--- src/include/setup_regs_pkg.sv ---
// package: register map, field layout and shared types for the setup capture block
package setup_regs_pkg;

    // ------------------------------------------------------------
    // register byte addresses (aligned words)
    // ------------------------------------------------------------
    localparam logic [7:0] OFS_SETUP_VALUE  = 8'h00; // setup_value_capture
    localparam logic [7:0] OFS_SETUP_INDEX  = 8'h04; // setup_index_capture
    localparam logic [7:0] OFS_SETUP_LENGTH = 8'h08; // setup_length_capture
    localparam logic [7:0] OFS_EVENT_FLAGS  = 8'h0C; // event_flags_and_masks
    localparam logic [7:0] OFS_FRAME_CTRL   = 8'h10; // self frame mode control

    // ------------------------------------------------------------
    // field positions and reset values
    // ------------------------------------------------------------
    localparam int          MASK_LSB        = 8;      // masks sit in 15..8
    localparam int          FLAG_LSB        = 0;      // flags sit in 7..0
    localparam int          EV_NAK          = 7;      // event index: nak
    localparam int          EV_EP           = 6;      // endpoint done
    localparam int          EV_EP0          = 5;      // ctrl endpoint done
    localparam int          EV_SOF          = 4;      // frame start
    localparam int          EV_RX0          = 3;      // zero-length receive
    localparam int          EV_STATUS       = 2;      // status stage done
    localparam int          EV_STATUS_NAK   = 1;      // status nak
    localparam int          EV_SETUP        = 0;      // setup received
    localparam logic [7:0]  MASK_RESET      = 8'h00;  // all masks open
    localparam logic [7:0]  FLAG_RESET      = 8'h00;  // no events pending
    localparam logic [15:0] CAPTURE_RESET   = 16'h0000;
    localparam int          SETUP_BYTES     = 8;      // bytes per setup packet
    localparam logic [2:0]  LAST_BYTE_IDX   = 3'h7;   // index of eighth byte

    // ------------------------------------------------------------
    // timing: one full speed frame
    // ------------------------------------------------------------
    localparam int CLK_MHZ        = 125;          // sys_clk rate
    localparam int FRAME_TIME_US  = 1000;         // one frame, in us
    localparam int FRAME_CYCLES   = FRAME_TIME_US * CLK_MHZ;

    // ------------------------------------------------------------
    // axi4-lite responses
    // ------------------------------------------------------------
    localparam logic [1:0] RESP_OKAY   = 2'h0;
    localparam logic [1:0] RESP_SLVERR = 2'h2;

    // incoming setup byte stream from the packet engine
    typedef struct packed {
        logic       valid;   // byte strobe
        logic       first;   // first byte of a setup packet
        logic [7:0] data;    // byte value
    } setup_byte_t;

    // controller events, one cycle pulses, in flag bit order
    typedef logic [7:0] event_vec_t;

endpackage

--- src/verilog/setup_byte_capture.sv ---
// module: assembles setup packet bytes three to eight into the three field words
`timescale 1ns/1ps
module setup_byte_capture (
    input  wire logic                        sys_clk,   // system clock
    input  wire logic                        reset_n,   // async reset, low
    input  wire setup_regs_pkg::setup_byte_t setup_in,  // byte stream
    output logic [15:0]                      value_reg,  // captured wValue
    output logic [15:0]                      index_reg,  // captured wIndex
    output logic [15:0]                      length_reg, // captured wLength
    output logic                             done_pulse  // eighth byte taken
);

    // ------------------------------------------------------------
    // byte position tracking
    // ------------------------------------------------------------
    logic [2:0] pos_reg;   // index of the next byte
    logic [2:0] pos_now;   // index of the byte in this cycle
    logic       take;      // a byte is present

    assign take    = setup_in.valid;
    assign pos_now = setup_in.first ? 3'h0 : pos_reg;

    // position counter, restarts on every first byte
    always_ff @(posedge sys_clk or negedge reset_n) begin
        if (!reset_n) begin
            pos_reg <= 3'h0;
        end else if (take) begin
            pos_reg <= pos_now + 3'h1;
        end
    end

    // ------------------------------------------------------------
    // field latches: hold until the next packet overwrites them
    // ------------------------------------------------------------
    always_ff @(posedge sys_clk or negedge reset_n) begin
        if (!reset_n) begin
            value_reg  <= setup_regs_pkg::CAPTURE_RESET;
            index_reg  <= setup_regs_pkg::CAPTURE_RESET;
            length_reg <= setup_regs_pkg::CAPTURE_RESET;
        end else if (take) begin
            case (pos_now)
                3'h2: value_reg[7:0]   <= setup_in.data;
                3'h3: value_reg[15:8]  <= setup_in.data;
                3'h4: index_reg[7:0]   <= setup_in.data;
                3'h5: index_reg[15:8]  <= setup_in.data;
                3'h6: length_reg[7:0]  <= setup_in.data;
                3'h7: length_reg[15:8] <= setup_in.data;
                default: ;                                // request bytes not kept here
            endcase
        end
    end

    assign done_pulse = take && (pos_now == setup_regs_pkg::LAST_BYTE_IDX);

endmodule

--- src/verilog/frame_timer.sv ---
// module: frame start timer for self generated frame mode
`timescale 1ns/1ps
module frame_timer #(
    parameter int FRAME_CYCLES = setup_regs_pkg::FRAME_CYCLES // cycles per frame
) (
    input  wire logic sys_clk,   // system clock
    input  wire logic reset_n,   // async reset, low
    input  wire logic enable,    // self frame mode on
    output logic      tick       // one cycle pulse per frame
);

    // ------------------------------------------------------------
    // frame counter
    // ------------------------------------------------------------
    logic [31:0] count_reg;      // cycles elapsed in this frame
    logic        wrap;           // last cycle of the frame

    assign wrap = (count_reg == 32'(FRAME_CYCLES - 1));
    assign tick = enable && wrap;

    // counter restarts when the mode is switched off
    always_ff @(posedge sys_clk or negedge reset_n) begin
        if (!reset_n) begin
            count_reg <= 32'h0000_0000;
        end else if (!enable || wrap) begin
            count_reg <= 32'h0000_0000;
        end else begin
            count_reg <= count_reg + 32'h0000_0001;
        end
    end

endmodule

--- src/verilog/usb_setup_capture_regs.sv ---
// module: setup packet capture and event flag/mask register file on axi4-lite
//
// The implementer's own choices: the register addresses and register access over AXI4-Lite.
`timescale 1ns/1ps
module usb_setup_capture_regs #(
    parameter int FRAME_CYCLES = setup_regs_pkg::FRAME_CYCLES // shorten for simulation
) (
    input  wire logic                        sys_clk,        // 125 MHz clock
    input  wire logic                        reset_n,        // async reset, low
    // axi4-lite slave
    input  wire logic [7:0]                  s_axi_awaddr,   // write address
    input  wire logic                        s_axi_awvalid,  // write address valid
    output logic                             s_axi_awready,  // write address ready
    input  wire logic [31:0]                 s_axi_wdata,    // write data
    input  wire logic [3:0]                  s_axi_wstrb,    // write byte enables
    input  wire logic                        s_axi_wvalid,   // write data valid
    output logic                             s_axi_wready,   // write data ready
    output logic [1:0]                       s_axi_bresp,    // write response
    output logic                             s_axi_bvalid,   // write response valid
    input  wire logic                        s_axi_bready,   // write response ready
    input  wire logic [7:0]                  s_axi_araddr,   // read address
    input  wire logic                        s_axi_arvalid,  // read address valid
    output logic                             s_axi_arready,  // read address ready
    output logic [31:0]                      s_axi_rdata,    // read data
    output logic [1:0]                       s_axi_rresp,    // read response
    output logic                             s_axi_rvalid,   // read data valid
    input  wire logic                        s_axi_rready,   // read data ready
    // controller side
    input  wire setup_regs_pkg::setup_byte_t setup_in,       // setup byte stream
    input  wire setup_regs_pkg::event_vec_t  event_in,       // event pulses
    output logic [7:0]                       int_out         // masked event outputs
);

    // ------------------------------------------------------------
    // setup capture and frame timer
    // ------------------------------------------------------------
    logic [15:0] value_reg;      // captured wValue
    logic [15:0] index_reg;      // captured wIndex
    logic [15:0] length_reg;     // captured wLength
    logic        setup_done;     // eighth byte seen
    logic        self_frame_reg; // self generated frame mode
    logic        frame_tick;     // timer frame pulse

    // fields live in the capture module and hold until overwritten
    setup_byte_capture u_capture (
        .sys_clk    (sys_clk),
        .reset_n    (reset_n),
        .setup_in   (setup_in),
        .value_reg  (value_reg),
        .index_reg  (index_reg),
        .length_reg (length_reg),
        .done_pulse (setup_done)
    );

    frame_timer #(
        .FRAME_CYCLES (FRAME_CYCLES)
    ) u_frame (
        .sys_clk (sys_clk),
        .reset_n (reset_n),
        .enable  (self_frame_reg),
        .tick    (frame_tick)
    );

    // ------------------------------------------------------------
    // write channel: take address and data in either order
    // ------------------------------------------------------------
    logic        aw_held_reg;    // write address captured
    logic [7:0]  aw_addr_reg;    // captured write address
    logic        w_held_reg;     // write data captured
    logic [31:0] w_data_reg;     // captured write data
    logic [3:0]  w_strb_reg;     // captured byte enables
    logic        bvalid_reg;     // write response pending
    logic [1:0]  bresp_reg;      // write response code
    logic        wr_fire;        // both halves present, do the write
    logic        wr_hit_flags;   // write targets the flag register
    logic        wr_hit_ctrl;    // write targets frame control
    logic        wr_ok;          // address is mapped

    // ready only while the half is empty and no response waits
    assign s_axi_awready = !aw_held_reg && !bvalid_reg;
    assign s_axi_wready  = !w_held_reg && !bvalid_reg;
    assign wr_fire       = aw_held_reg && w_held_reg && !bvalid_reg;
    assign wr_hit_flags  = wr_fire && (aw_addr_reg == setup_regs_pkg::OFS_EVENT_FLAGS);
    assign wr_hit_ctrl   = wr_fire && (aw_addr_reg == setup_regs_pkg::OFS_FRAME_CTRL);
    assign wr_ok         = is_mapped(aw_addr_reg);
    assign s_axi_bvalid  = bvalid_reg;
    assign s_axi_bresp   = bresp_reg;

    // decoder shared by both channels
    function automatic logic is_mapped(input logic [7:0] addr);
        is_mapped = (addr == setup_regs_pkg::OFS_SETUP_VALUE)
                 || (addr == setup_regs_pkg::OFS_SETUP_INDEX)
                 || (addr == setup_regs_pkg::OFS_SETUP_LENGTH)
                 || (addr == setup_regs_pkg::OFS_EVENT_FLAGS)
                 || (addr == setup_regs_pkg::OFS_FRAME_CTRL);
    endfunction

    // address half
    always_ff @(posedge sys_clk or negedge reset_n) begin
        if (!reset_n) begin
            aw_held_reg <= 1'b0;
            aw_addr_reg <= 8'h00;
        end else if (s_axi_awvalid && s_axi_awready) begin
            aw_held_reg <= 1'b1;
            aw_addr_reg <= {s_axi_awaddr[7:2], 2'b00};
        end else if (wr_fire) begin
            aw_held_reg <= 1'b0;
        end
    end

    // data half
    always_ff @(posedge sys_clk or negedge reset_n) begin
        if (!reset_n) begin
            w_held_reg <= 1'b0;
            w_data_reg <= 32'h0000_0000;
            w_strb_reg <= 4'h0;
        end else if (s_axi_wvalid && s_axi_wready) begin
            w_held_reg <= 1'b1;
            w_data_reg <= s_axi_wdata;
            w_strb_reg <= s_axi_wstrb;
        end else if (wr_fire) begin
            w_held_reg <= 1'b0;
        end
    end

    // response; read-only words accept the write silently
    always_ff @(posedge sys_clk or negedge reset_n) begin
        if (!reset_n) begin
            bvalid_reg <= 1'b0;
            bresp_reg  <= setup_regs_pkg::RESP_OKAY;
        end else if (wr_fire) begin
            bvalid_reg <= 1'b1;
            bresp_reg  <= wr_ok ? setup_regs_pkg::RESP_OKAY : setup_regs_pkg::RESP_SLVERR;
        end else if (s_axi_bready) begin
            bvalid_reg <= 1'b0;
        end
    end

    // ------------------------------------------------------------
    // mask and flag register
    // ------------------------------------------------------------
    logic [7:0] mask_reg;        // output masks, 1 blocks
    logic [7:0] flag_reg;        // sticky event flags
    logic [7:0] flag_next;       // flags after set and clear
    logic [7:0] set_vec;         // hardware set terms
    logic [7:0] clr_vec;         // software write-one clears
    logic       mask_we;         // mask byte written

    assign mask_we = wr_hit_flags && w_strb_reg[1];
    assign clr_vec = (wr_hit_flags && w_strb_reg[0]) ? w_data_reg[7:0] : 8'h00;

    // event sources; frame start also comes from the timer
    generate
        for (genvar i = 0; i < 8; i++) begin : g_set
            if (i == setup_regs_pkg::EV_SOF) begin : g_sof
                assign set_vec[i] = event_in[i] || frame_tick;
            end else if (i == setup_regs_pkg::EV_SETUP) begin : g_setup
                assign set_vec[i] = event_in[i] || setup_done;
            end else begin : g_plain
                assign set_vec[i] = event_in[i];
            end
        end
    endgenerate

    // set wins over a clear in the same cycle
    assign flag_next = (flag_reg & ~clr_vec) | set_vec;

    // flags: hardware sets, software clears
    always_ff @(posedge sys_clk or negedge reset_n) begin
        if (!reset_n) begin
            flag_reg <= setup_regs_pkg::FLAG_RESET;
        end else begin
            flag_reg <= flag_next;
        end
    end

    // masks: written only through byte lane one
    always_ff @(posedge sys_clk or negedge reset_n) begin
        if (!reset_n) begin
            mask_reg <= setup_regs_pkg::MASK_RESET;
        end else if (mask_we) begin
            mask_reg <= w_data_reg[15:8];
        end
    end

    // frame control: bit 0 selects self generated frames
    always_ff @(posedge sys_clk or negedge reset_n) begin
        if (!reset_n) begin
            self_frame_reg <= 1'b0;
        end else if (wr_hit_ctrl && w_strb_reg[0]) begin
            self_frame_reg <= w_data_reg[0];
        end
    end

    // outputs follow flags combinationally gated by masks
    assign int_out = flag_reg & ~mask_reg;

    // ------------------------------------------------------------
    // read channel: one cycle answer, held until rready
    // ------------------------------------------------------------
    logic        rvalid_reg;     // read answer pending
    logic [31:0] rdata_reg;      // read answer data
    logic [1:0]  rresp_reg;      // read answer code
    logic [31:0] rd_word;        // selected word
    logic        rd_take;        // read address accepted
    logic [7:0]  rd_addr;        // word aligned read address

    assign s_axi_arready = !rvalid_reg;
    assign rd_take       = s_axi_arvalid && s_axi_arready;
    assign s_axi_rvalid  = rvalid_reg;
    assign s_axi_rdata   = rdata_reg;
    assign s_axi_rresp   = rresp_reg;
    assign rd_addr       = {s_axi_araddr[7:2], 2'b00};

    // upper half reads as zero
    assign rd_word =
        (rd_addr == setup_regs_pkg::OFS_SETUP_VALUE)  ? {16'h0000, value_reg}  :
        (rd_addr == setup_regs_pkg::OFS_SETUP_INDEX)  ? {16'h0000, index_reg}  :
        (rd_addr == setup_regs_pkg::OFS_SETUP_LENGTH) ? {16'h0000, length_reg} :
        (rd_addr == setup_regs_pkg::OFS_EVENT_FLAGS)  ? {16'h0000, mask_reg, flag_reg} :
        (rd_addr == setup_regs_pkg::OFS_FRAME_CTRL)   ? {31'h0, self_frame_reg} :
        32'h0000_0000;

    always_ff @(posedge sys_clk or negedge reset_n) begin
        if (!reset_n) begin
            rvalid_reg <= 1'b0;
            rdata_reg  <= 32'h0000_0000;
            rresp_reg  <= setup_regs_pkg::RESP_OKAY;
        end else if (rd_take) begin
            rvalid_reg <= 1'b1;
            rdata_reg  <= rd_word;
            rresp_reg  <= is_mapped(rd_addr) ? setup_regs_pkg::RESP_OKAY
                                             : setup_regs_pkg::RESP_SLVERR;
        end else if (s_axi_rready) begin
            rvalid_reg <= 1'b0;
        end
    end
endmodule

--- config.mk ---
export PLATFORM = sky130hd
export DESIGN_NAME = usb_setup_capture_regs
export DESIGN_NICKNAME = d
export VERILOG_FILES = /design/src/include/setup_regs_pkg.sv /design/src/verilog/setup_byte_capture.sv /design/src/verilog/frame_timer.sv /design/src/verilog/usb_setup_capture_regs.sv
export SDC_FILE = /design/constraint.sdc
export NUM_CORES = 1
export LEC_CHECK = 0
export ABC_AREA = 1
export ABC_CLOCK_PERIOD_IN_PS = 4100
export BUFFER_PORTS_ARGS = -buffer_cell sky130_fd_sc_hd__buf_2
export CAP_MARGIN = 10
export CORE_MARGIN = 5
export CORE_UTILIZATION = 40
export CTS_CLUSTER_SIZE = 16
export DETAILED_ROUTE_END_ITERATION = 7
export GPL_TIMING_DRIVEN = 0
export SLEW_MARGIN = 30
export SYNTH_ARGS = -nofsm -noshare
export SYNTH_HDL_FRONTEND = slang
export SYNTH_SLANG_ARGS = --single-unit
--- constraint.sdc ---
create_clock -name sys_clk -period 4.1 [get_ports sys_clk]
set_input_delay 0.82 -clock sys_clk [delete_from_list [all_inputs] [get_ports sys_clk]]
set_output_delay 0.82 -clock sys_clk [all_outputs]
set_load 0.1 [all_outputs]
Yosys cells after proc, flatten, opt, wreduce, memory -nomap -nowiden --
Index checks and enable logic that the tools add are counted.
Storage, ports and cells: register bits 164, bits of input ports 77, word-level logic and storage cells 102
Cells by class: add/subtract/negate cells 2, equal/unequal tests 15, muxes and demuxes 17, bitwise logic cells 5, reduce and logical (&&, ||, !) cells 42
Operators with widths (count):
- 2-to-1 mux 16 bit | 4
- adder 32 x 1 -> 32 bit, second input constant | 1
- == test 32 x 17 -> 1 bit, second input constant | 1
- 2-to-1 mux 32 bit | 1
- == test 6 x 2 -> 1 bit, second input constant | 4
- AND 8 bit | 2
- zero test 8 bit | 2
- inverter 8 bit | 2
- logical AND 1 bit | 14
- == test 3 bit, second input constant | 4
- == test 6 x 1 -> 1 bit, second input constant | 2
- == test 6 x 3 -> 1 bit, second input constant | 2
- AND reduction 2 bit | 6
- logical OR 1 bit | 11
- 2-to-1 mux 1 bit | 8
- 2-to-1 mux 8 bit | 1
- bitwise OR 8 bit | 1
- nonzero test 2 bit | 4
- == test 3 x 2 -> 1 bit, second input constant | 2
- zero test 1 bit | 5
- 2-to-1 mux 2 bit | 2
- adder 3 x 1 -> 3 bit, second input constant | 1
- 2-to-1 mux 3 bit | 1

Logic depth before layout (Yosys ltp) --
Gate-level depths: netlist of run 1.
depth in word-level cells 8, mapped depth 10

By module --
Synthesis of run 1 repeated with hierarchy kept, for this count alone.
Unflattened totals: cell total of the unflattened synthesis 983, area, all modules 7623.6 µm²
By module, submodules not included:
- usb_setup_capture_regs | times used 1, cells each 408, area each 3311.9 µm², sequential area each 1576.5 µm²
- frame_timer | times used 1, cells each 339, area each 2159.6 µm², sequential area each 800.8 µm²
- setup_byte_capture | times used 1, cells each 236, area each 2152.1 µm², sequential area each 1276.2 µm²

Worst setup path before layout of run 1 --
No wires, ideal clock.
path kind reg2reg, start point register bvalid_reg (netlist: s_axi_bvalid), end point register w_data_reg[0], setup time 0.077 ns, data arrival time 3.208 ns, setup slack 0.815 ns, stages on the path, launching flop included 6, buffers on the path 2, period minus slack after synthesis 3.285 ns, cell sequence dfrtp_1 nor2_1 nand2_2 clkbuf_8 clkbuf_8 a21oi_1
On the way: cells in the longest elaborated chain, start to end 3
Ends and longest elaborated chain:
- from (decl) | line usb_setup_capture_regs.sv:72 | logic bvalid_reg;
- from (signal assigned) | line usb_setup_capture_regs.sv:129 | bvalid_reg <= 1'b0;
- from (signal assigned) | line usb_setup_capture_regs.sv:132 | bvalid_reg <= 1'b1;
- from (signal assigned) | line usb_setup_capture_regs.sv:135 | bvalid_reg <= 1'b0;
- zero test 1 bit | line usb_setup_capture_regs.sv:81 | assign s_axi_wready = !w_held_reg && !bvalid_reg;
- logical AND 1 bit | line usb_setup_capture_regs.sv:81
- net s_axi_wready | line usb_setup_capture_regs.sv:17 | output logic s_axi_wready,
- logical AND 1 bit | line usb_setup_capture_regs.sv:117 | end else if (s_axi_wvalid && s_axi_wready) begin
- to (signal assigned) | line usb_setup_capture_regs.sv:119 | w_data_reg <= s_axi_wdata;
- to (decl) | line usb_setup_capture_regs.sv:70 | logic [31:0] w_data_reg;
The timed path passes the listed nets, and every way through them passes these cells. A chain may end at the register's enable or synchronous reset.

Worst setup path after layout of run 1 --
start point register flag_reg[5], end point output int_out[5]
On the way: cells in the longest elaborated chain, start to end 1
Ends and longest elaborated chain:
- from (decl) | line usb_setup_capture_regs.sv:143 | logic [7:0] flag_reg;
- from (signal assigned) | line usb_setup_capture_regs.sv:171 | flag_reg <= setup_regs_pkg::FLAG_RESET;
- from (signal assigned) | line usb_setup_capture_regs.sv:173 | flag_reg <= flag_next;
- AND 8 bit | line usb_setup_capture_regs.sv:196 | assign int_out = flag_reg & ~mask_reg;
- to (decl) | line usb_setup_capture_regs.sv:31 | output logic [7:0] int_out
No other way between the ends.

==> results of run 1 <==
-- worst max-delay path, stage by stage, from the launching register on --
cell and delay (ps):
dfrtp_1 440, inv_1 60, nor2_1 170, buf_2 470
-- through the flow --
step                      power (µW)  hold WS, ps  setup WS (ps)  cell area (µm²)
after floorplan                 3070          442            815             7220
after global placement          3350          461          -47.8             7930
after detailed placement        3380          464           1580             7970
after CTS                       5040          366           1720             8600
after global routing            5260          385           1650             8600
final                           5000          345           1710             8600
-- cell families (layout without fill, tap and decap cells) --
logic type,count (synthesis),after routing,share of synthesized area
simple gates,519,519,0.293
flops,146,146,0.511
buf+inv,128,246,0.0843
compound gates,81,81,0.0622
xor+xnor,14,14,0.0171
mux,13,13,0.0205
fa+ha+maj,7,7,0.0122
other cells,1,18,0.000524
-- layer usage --
| metal | share of wire | GRT usage | vias up | wire, µm |
|---|---|---|---|---|
| li1 | - | - | 3045 | - |
| met1 | 0.49 | 0.275 | 2803 | 9060 |
| met2 | 0.45 | 0.286 | 143 | 8280 |
| met3 | 0.052 | 0.0399 | 19 | 961 |
| met4 | 0.012 | 0.0491 | 0 | 213 |
| met5 | 0 | 0 | - | 0 |
-- final timing paths --
kind                                          to  slack, ps  depth (start not counted)                 start
max in group asynchronous         s_axi_rdata[6]       2970                          2               reset_n
setup reg to reg           u_frame.count_reg[28]       2180                          9  u_frame.count_reg[0]
setup / recovery                      int_out[5]       1710                          3           flag_reg[5]
hold / removal              u_frame.count_reg[2]        340                          1               reset_n
min in group sys_clk              s_axi_rdata[2]        480                          2        s_axi_rdata[2]
hold reg to reg                   s_axi_rdata[2]        480                          2        s_axi_rdata[2]
-- report_power, final --
part | switching, µW | total [µW] | internal, µW
Combinational | 1020 | 1360 | 344
Sequential | 198 | 1990 | 1790
Clock | 594 | 1650 | 1050
-- final cells by class --
cell class | count | area [µm²]
well taps | 229 | 287
fillers | 1798 | 9180
clock buffers | 24 | 512
inverters | 86 | 323
flip-flops and latches | 146 | 3650
repair buffers | 86 | 463
plain buffers | 42 | 280
multi-input cells | 652 | 2960
clock inverters | 8 | 121
-- cell usage in the layout (no fill, tap or decap), drive strengths merged, types with 15 or more instances in the layout --
master	synthesis	layout
dfrtp	146	146
a21oi	15	15
inv	86	87
conb	1	18
clkbuf	10	34
buf	32	118
o21ai	62	62
nand3	78	78
nor2	173	173
nand2	265	265
==> impl_metrics.env, run 1 <==
export IMPL_vias=6010
export IMPL_grt_max_degree=82
export IMPL_grt_use_total=0.188
export IMPL_grt_pass1_wl_um=30200
export IMPL_yosys_area_top_type="dfrtp_1"
export IMPL_ys_ff_latch=146
export IMPL_die_area_mm2=0.0207
export IMPL_cp_arrival_ps=1570
export IMPL_worst_slew_pin_slew_ps=552
export IMPL_syn_area_mm2=0.00716
export IMPL_die_w_um=144
export IMPL_diodes=0
export IMPL_yosysWarnings=0
export IMPL_synth_cells=909
export IMPL_fmax_mhz=418
export IMPL_path_max_fanout=3
export IMPL_synth_top_area_share=0.511
export IMPL_grt_pass1_vias=5735
export IMPL_drcViolationCount=0
export IMPL_synthTopCellsByCount="nand2_1 (263), nor2_1 (166), dfrtp_1 (146)"
export IMPL_coreArea_mm2=0.0178
export IMPL_overflow=0
export IMPL_ys_seq_area_frac=0.511
export IMPL_status="complete, no violations"
export IMPL_synthFlopType="dfrtp_1"
export IMPL_tns_ps=0
export IMPL_post_route_util=0.484
export IMPL_drv_slew=0
export IMPL_pin_count=126
export IMPL_cp_start_kind="register"
export IMPL_rows=49
export IMPL_drive_gt1_frac=0.176
export IMPL_numCtsBuffers=17
export IMPL_largest_register_ffs=32
export IMPL_final_net_count=1115
export IMPL_postSynthAreaPerCell_um2=7.87
export IMPL_power_leakage_uw=0.00422
export IMPL_path_class="register to output port"
export IMPL_min_path_type="input pin to async pin"
export IMPL_syn_to_final_growth_pct=20.2
export IMPL_routabilityCongestion=0.896
export IMPL_hold_buffers=0
export IMPL_p_per_area_mw_per_mm2=581
export IMPL_finalSetupViolations=0
export IMPL_synthTopCellsByArea="dfrtp_1 (51%), nand2_1 (14%), nor2_1 (8.7%)"
export IMPL_rsz0062_at_grt="no"
export IMPL_hold_violations=0
export IMPL_via_per_inst=4.72
export IMPL_path_clk_slew_ps=60
export IMPL_synth_most_common_cell="nand2_1"
export IMPL_hpwl_um=13800
export IMPL_cts_resized=0
export IMPL_clockBufferDepth=2
export IMPL_maxCapViolCount=0
export IMPL_cts_htree_levels=4
export IMPL_yosysUniqueCellTypes=28
export IMPL_wirelength_um=18500
export IMPL_required_ps=3280
export IMPL_antenna_left=0
export IMPL_clkSinkCount=146
export IMPL_port_buffers=85
export IMPL_synthArstFlopShare=1.00
export IMPL_relSlewSlack=0.632
export IMPL_cts_setup_buffers=0
export IMPL_die_h_um=144
export IMPL_start_util=0.402
export IMPL_drt_iter0_drc=398
export IMPL_synth_edf_count=0
export IMPL_clkLatencyLatePin_ps=430
export IMPL_min_period_over_period=0.583
export IMPL_clock_skew_ps=5.19
export IMPL_placed_cells=1241
export IMPL_finalNonFillerCells=1273
export IMPL_final_min_clock_period_ps=2390
export IMPL_ir_worst_vdd_mv=0.532
export IMPL_cts_tree="yes"
export IMPL_wl_per_cell_um=14.5
export IMPL_end_kind="output port"
export IMPL_cts_root_buf="clkbuf_16"
export IMPL_firstDrtPassIters=5
export IMPL_antenna_found_initial=0
Note: power is estimated with default switching activity, not from simulation.
==> run 2: changes to the inputs <==
--- a/config.mk
+++ b/config.mk
@@ -6,7 +6,7 @@
 export NUM_CORES = 1
 export LEC_CHECK = 0
 export ABC_AREA = 1
-export ABC_CLOCK_PERIOD_IN_PS = 4100
+export ABC_CLOCK_PERIOD_IN_PS = 2000
 export BUFFER_PORTS_ARGS = -buffer_cell sky130_fd_sc_hd__buf_2
 export CAP_MARGIN = 10
 export CORE_MARGIN = 5
==> constraint.sdc (replaced) <==
create_clock -name sys_clk -period 2 [get_ports sys_clk]
set_input_delay 0.4 -clock sys_clk [delete_from_list [all_inputs] [get_ports sys_clk]]
set_output_delay 0.4 -clock sys_clk [all_outputs]
set_load 0.1 [all_outputs]
==> run 2 against run 1 <==
Effect of this change: core utilization increased by 0.50 points; clock skew is essentially flat; combinational power is 110% higher; register-to-register slack got worse by 2000 ps; largest cell class unchanged; sequential share of layout area fell by 0.35 points; die area unchanged; first-iteration DRC count is 21% lower; critical path type unchanged; global-route usage about the same; final cell count about the same; critical path depth unchanged; critical endpoint unchanged.
==> impl_metrics.env, run 2 (synthesis results as in run 1) <==
export IMPL_status="complete, no violations"
export IMPL_die_h_um=144
export IMPL_via_per_inst=4.71
export IMPL_hpwl_um=14100
export IMPL_path_max_fanout=3
export IMPL_maxCapViolCount=0
export IMPL_p_per_area_mw_per_mm2=1190
export IMPL_pin_count=126
export IMPL_wirelength_um=18500
export IMPL_p_sw_uw=3770
export IMPL_min_path_type="input pin to register"
export IMPL_clockBufferDepth=2
export IMPL_power_leakage_uw=0.00424
export IMPL_diodes=0
export IMPL_hold_worst_slack_ps=150
export IMPL_pwr_share_seq=0.400
export IMPL_drcViolationCount=0
export IMPL_grt_pass1_wl_um=30400
export IMPL_antenna_found_initial=0
export IMPL_final_min_clock_period_ps=1900
export IMPL_hold_depth=2
export IMPL_final_cell_mix="nand2_1 (263), nor2_1 (155), dfrtp_1 (144)"
export IMPL_clock_power_share=0.324
export IMPL_numCtsBuffers=17
export IMPL_vias=6003
export IMPL_finalSetupViolations=0
export IMPL_post_route_util=0.489
export IMPL_clock_skew_ps=5.59
export IMPL_hp_start="s_axi_bready"
export IMPL_overflow=0
export IMPL_final_common_cell="nand2_1"
export IMPL_min_period_over_period=0.951
export IMPL_min_to="s_axi_bvalid"
export IMPL_fmax_mhz=526
export IMPL_largest_register_ffs=32
export IMPL_drt_iter0_drc=315
export IMPL_cp_arrival_ps=1500
export IMPL_rows=49
export IMPL_critPathBufInv=2
export IMPL_cp_top_family="buffers and inverters"
export IMPL_clkSinkCount=146
export IMPL_cp_slowest_stage_delay_ps=450
export IMPL_antenna_left=0
export IMPL_hold_violations=0
export IMPL_drive_gt1_frac=0.192
export IMPL_r2r_cells=7
export IMPL_routabilityCongestion=0.928
export IMPL_worst_r2r_endpoint="u_capture.value_reg[8]"
export IMPL_cts_tree="yes"
export IMPL_startpoint="flag_reg[5]"
export IMPL_ir_worst_vdd_mv=0.754
export IMPL_r2r_setup_slack_ps=150
export IMPL_slowest_stage="buf_2"
export IMPL_cp_start_kind="register"
export IMPL_grt_max_degree=65
export IMPL_path_class="register to output port"
export IMPL_wl_per_cell_um=14.5
export IMPL_required_ps=1600
export IMPL_place_area_mm2=0.00805
export IMPL_final_net_count=1117
export IMPL_power_frac_comb=0.276
export IMPL_clkLatencyLatePin_ps=420
export IMPL_switching_share=0.365
export IMPL_syn_to_final_growth_pct=21.5
export IMPL_port_buffers=85
export IMPL_drv_slew=0
export IMPL_die_area_mm2=0.0207
export IMPL_path_cells="inv_1 -> nor2_2 -> buf_2"
export IMPL_cts_htree_levels=4
export IMPL_die_w_um=144
export IMPL_grt_pass1_vias=5913
export IMPL_rsz0062_at_grt="no"
export IMPL_p_int_uw=6540
export IMPL_power_uw=10300
export IMPL_start_util=0.402
export IMPL_firstDrtPassIters=5
export IMPL_relSlewSlack=0.586
export IMPL_cts_root_buf="clkbuf_16"
export IMPL_worst_slew_pin_slew_ps=621
export IMPL_end_kind="output port"
export IMPL_stdcell_area_mm2=0.00869
export IMPL_path_clk_slew_ps=60
export IMPL_coreArea_mm2=0.0178
export IMPL_r2r_start="u_capture.pos_reg[1]"
export IMPL_grt_use_total=0.188
==> run 2: cell count changes in the layout (fill, tap and decap cells not counted), sizes merged <==
cell and delta:
clkinv +1, clkinvlp +1, dlygate4sd3 +1, inv -2
==> run 2: through the flow <==
step,cells,setup TNS (ps),setup slack (ps)
final,1274,0,97.3
after global routing,1274,0,25.5
after CTS,1274,0,18.4
after detailed placement,1242,-603,-74.6
after global placement,1240,-248450,-2210
after floorplan,926,0,46.8
==> run 2: layout make-up <==
type	count	area, µm²
multi-input cells	652	3010
well taps	229	287
repair buffers	88	503
fillers	1741	9090
flip-flops and latches	146	3660
inverters	86	327
plain buffers	42	283
clock inverters	8	125
clock buffers	23	498
==> run 2: worst max path at each step <==
stage / to / slack (ps) / cells after the start
3_3_place_gp: s_axi_bvalid / -2210 / 1
5_1_grt: int_out[1] / 30 / 3
4_1_cts: s_axi_wready / 20 / 2
2_1_floorplan: aw_addr_reg[2] / 50 / 3
3_5_place_dp: u_capture.length_reg[4] / -70 / 9
6_report: int_out[5] / 100 / 3
==> run 2: power groups by stage <==
stage	Combinational (µW)	Clock [µW]	Sequential [µW]
floorplan	1690	0	4670
global placement	2810	0	4140
detailed placement	2860	0	4160
CTS	2870	3400	4120
global route	3100	3520	4210
finish	2840	3340	4120
==> run 2: timing repair <==
action                                 CTS  global route
buffers inserted                         0             0
hold buffers                             1             0
resized for setup                        0             7
setup endpoints to repair                0            40
endpoints found under the hold margin   28             0
==> run 2: worst reg2reg max path, delay by kind of cell (launching register included) <==
kind	cells	cell delay [ps]
AOI/OAI and AO/OA	1	170
DFF	1	360
and+or+nand+nor	2	350
buffers and inverters	2	420
adders and majority gates	2	410
==> run 2: layer usage <==
layer,track usage,vias to the layer above,wire length (µm)
met5,0,-,0
met4,0.0466,0,275
met3,0.0456,25,916
met2,0.295,145,8290
met1,0.264,2770,8990
li1,-,3063,-
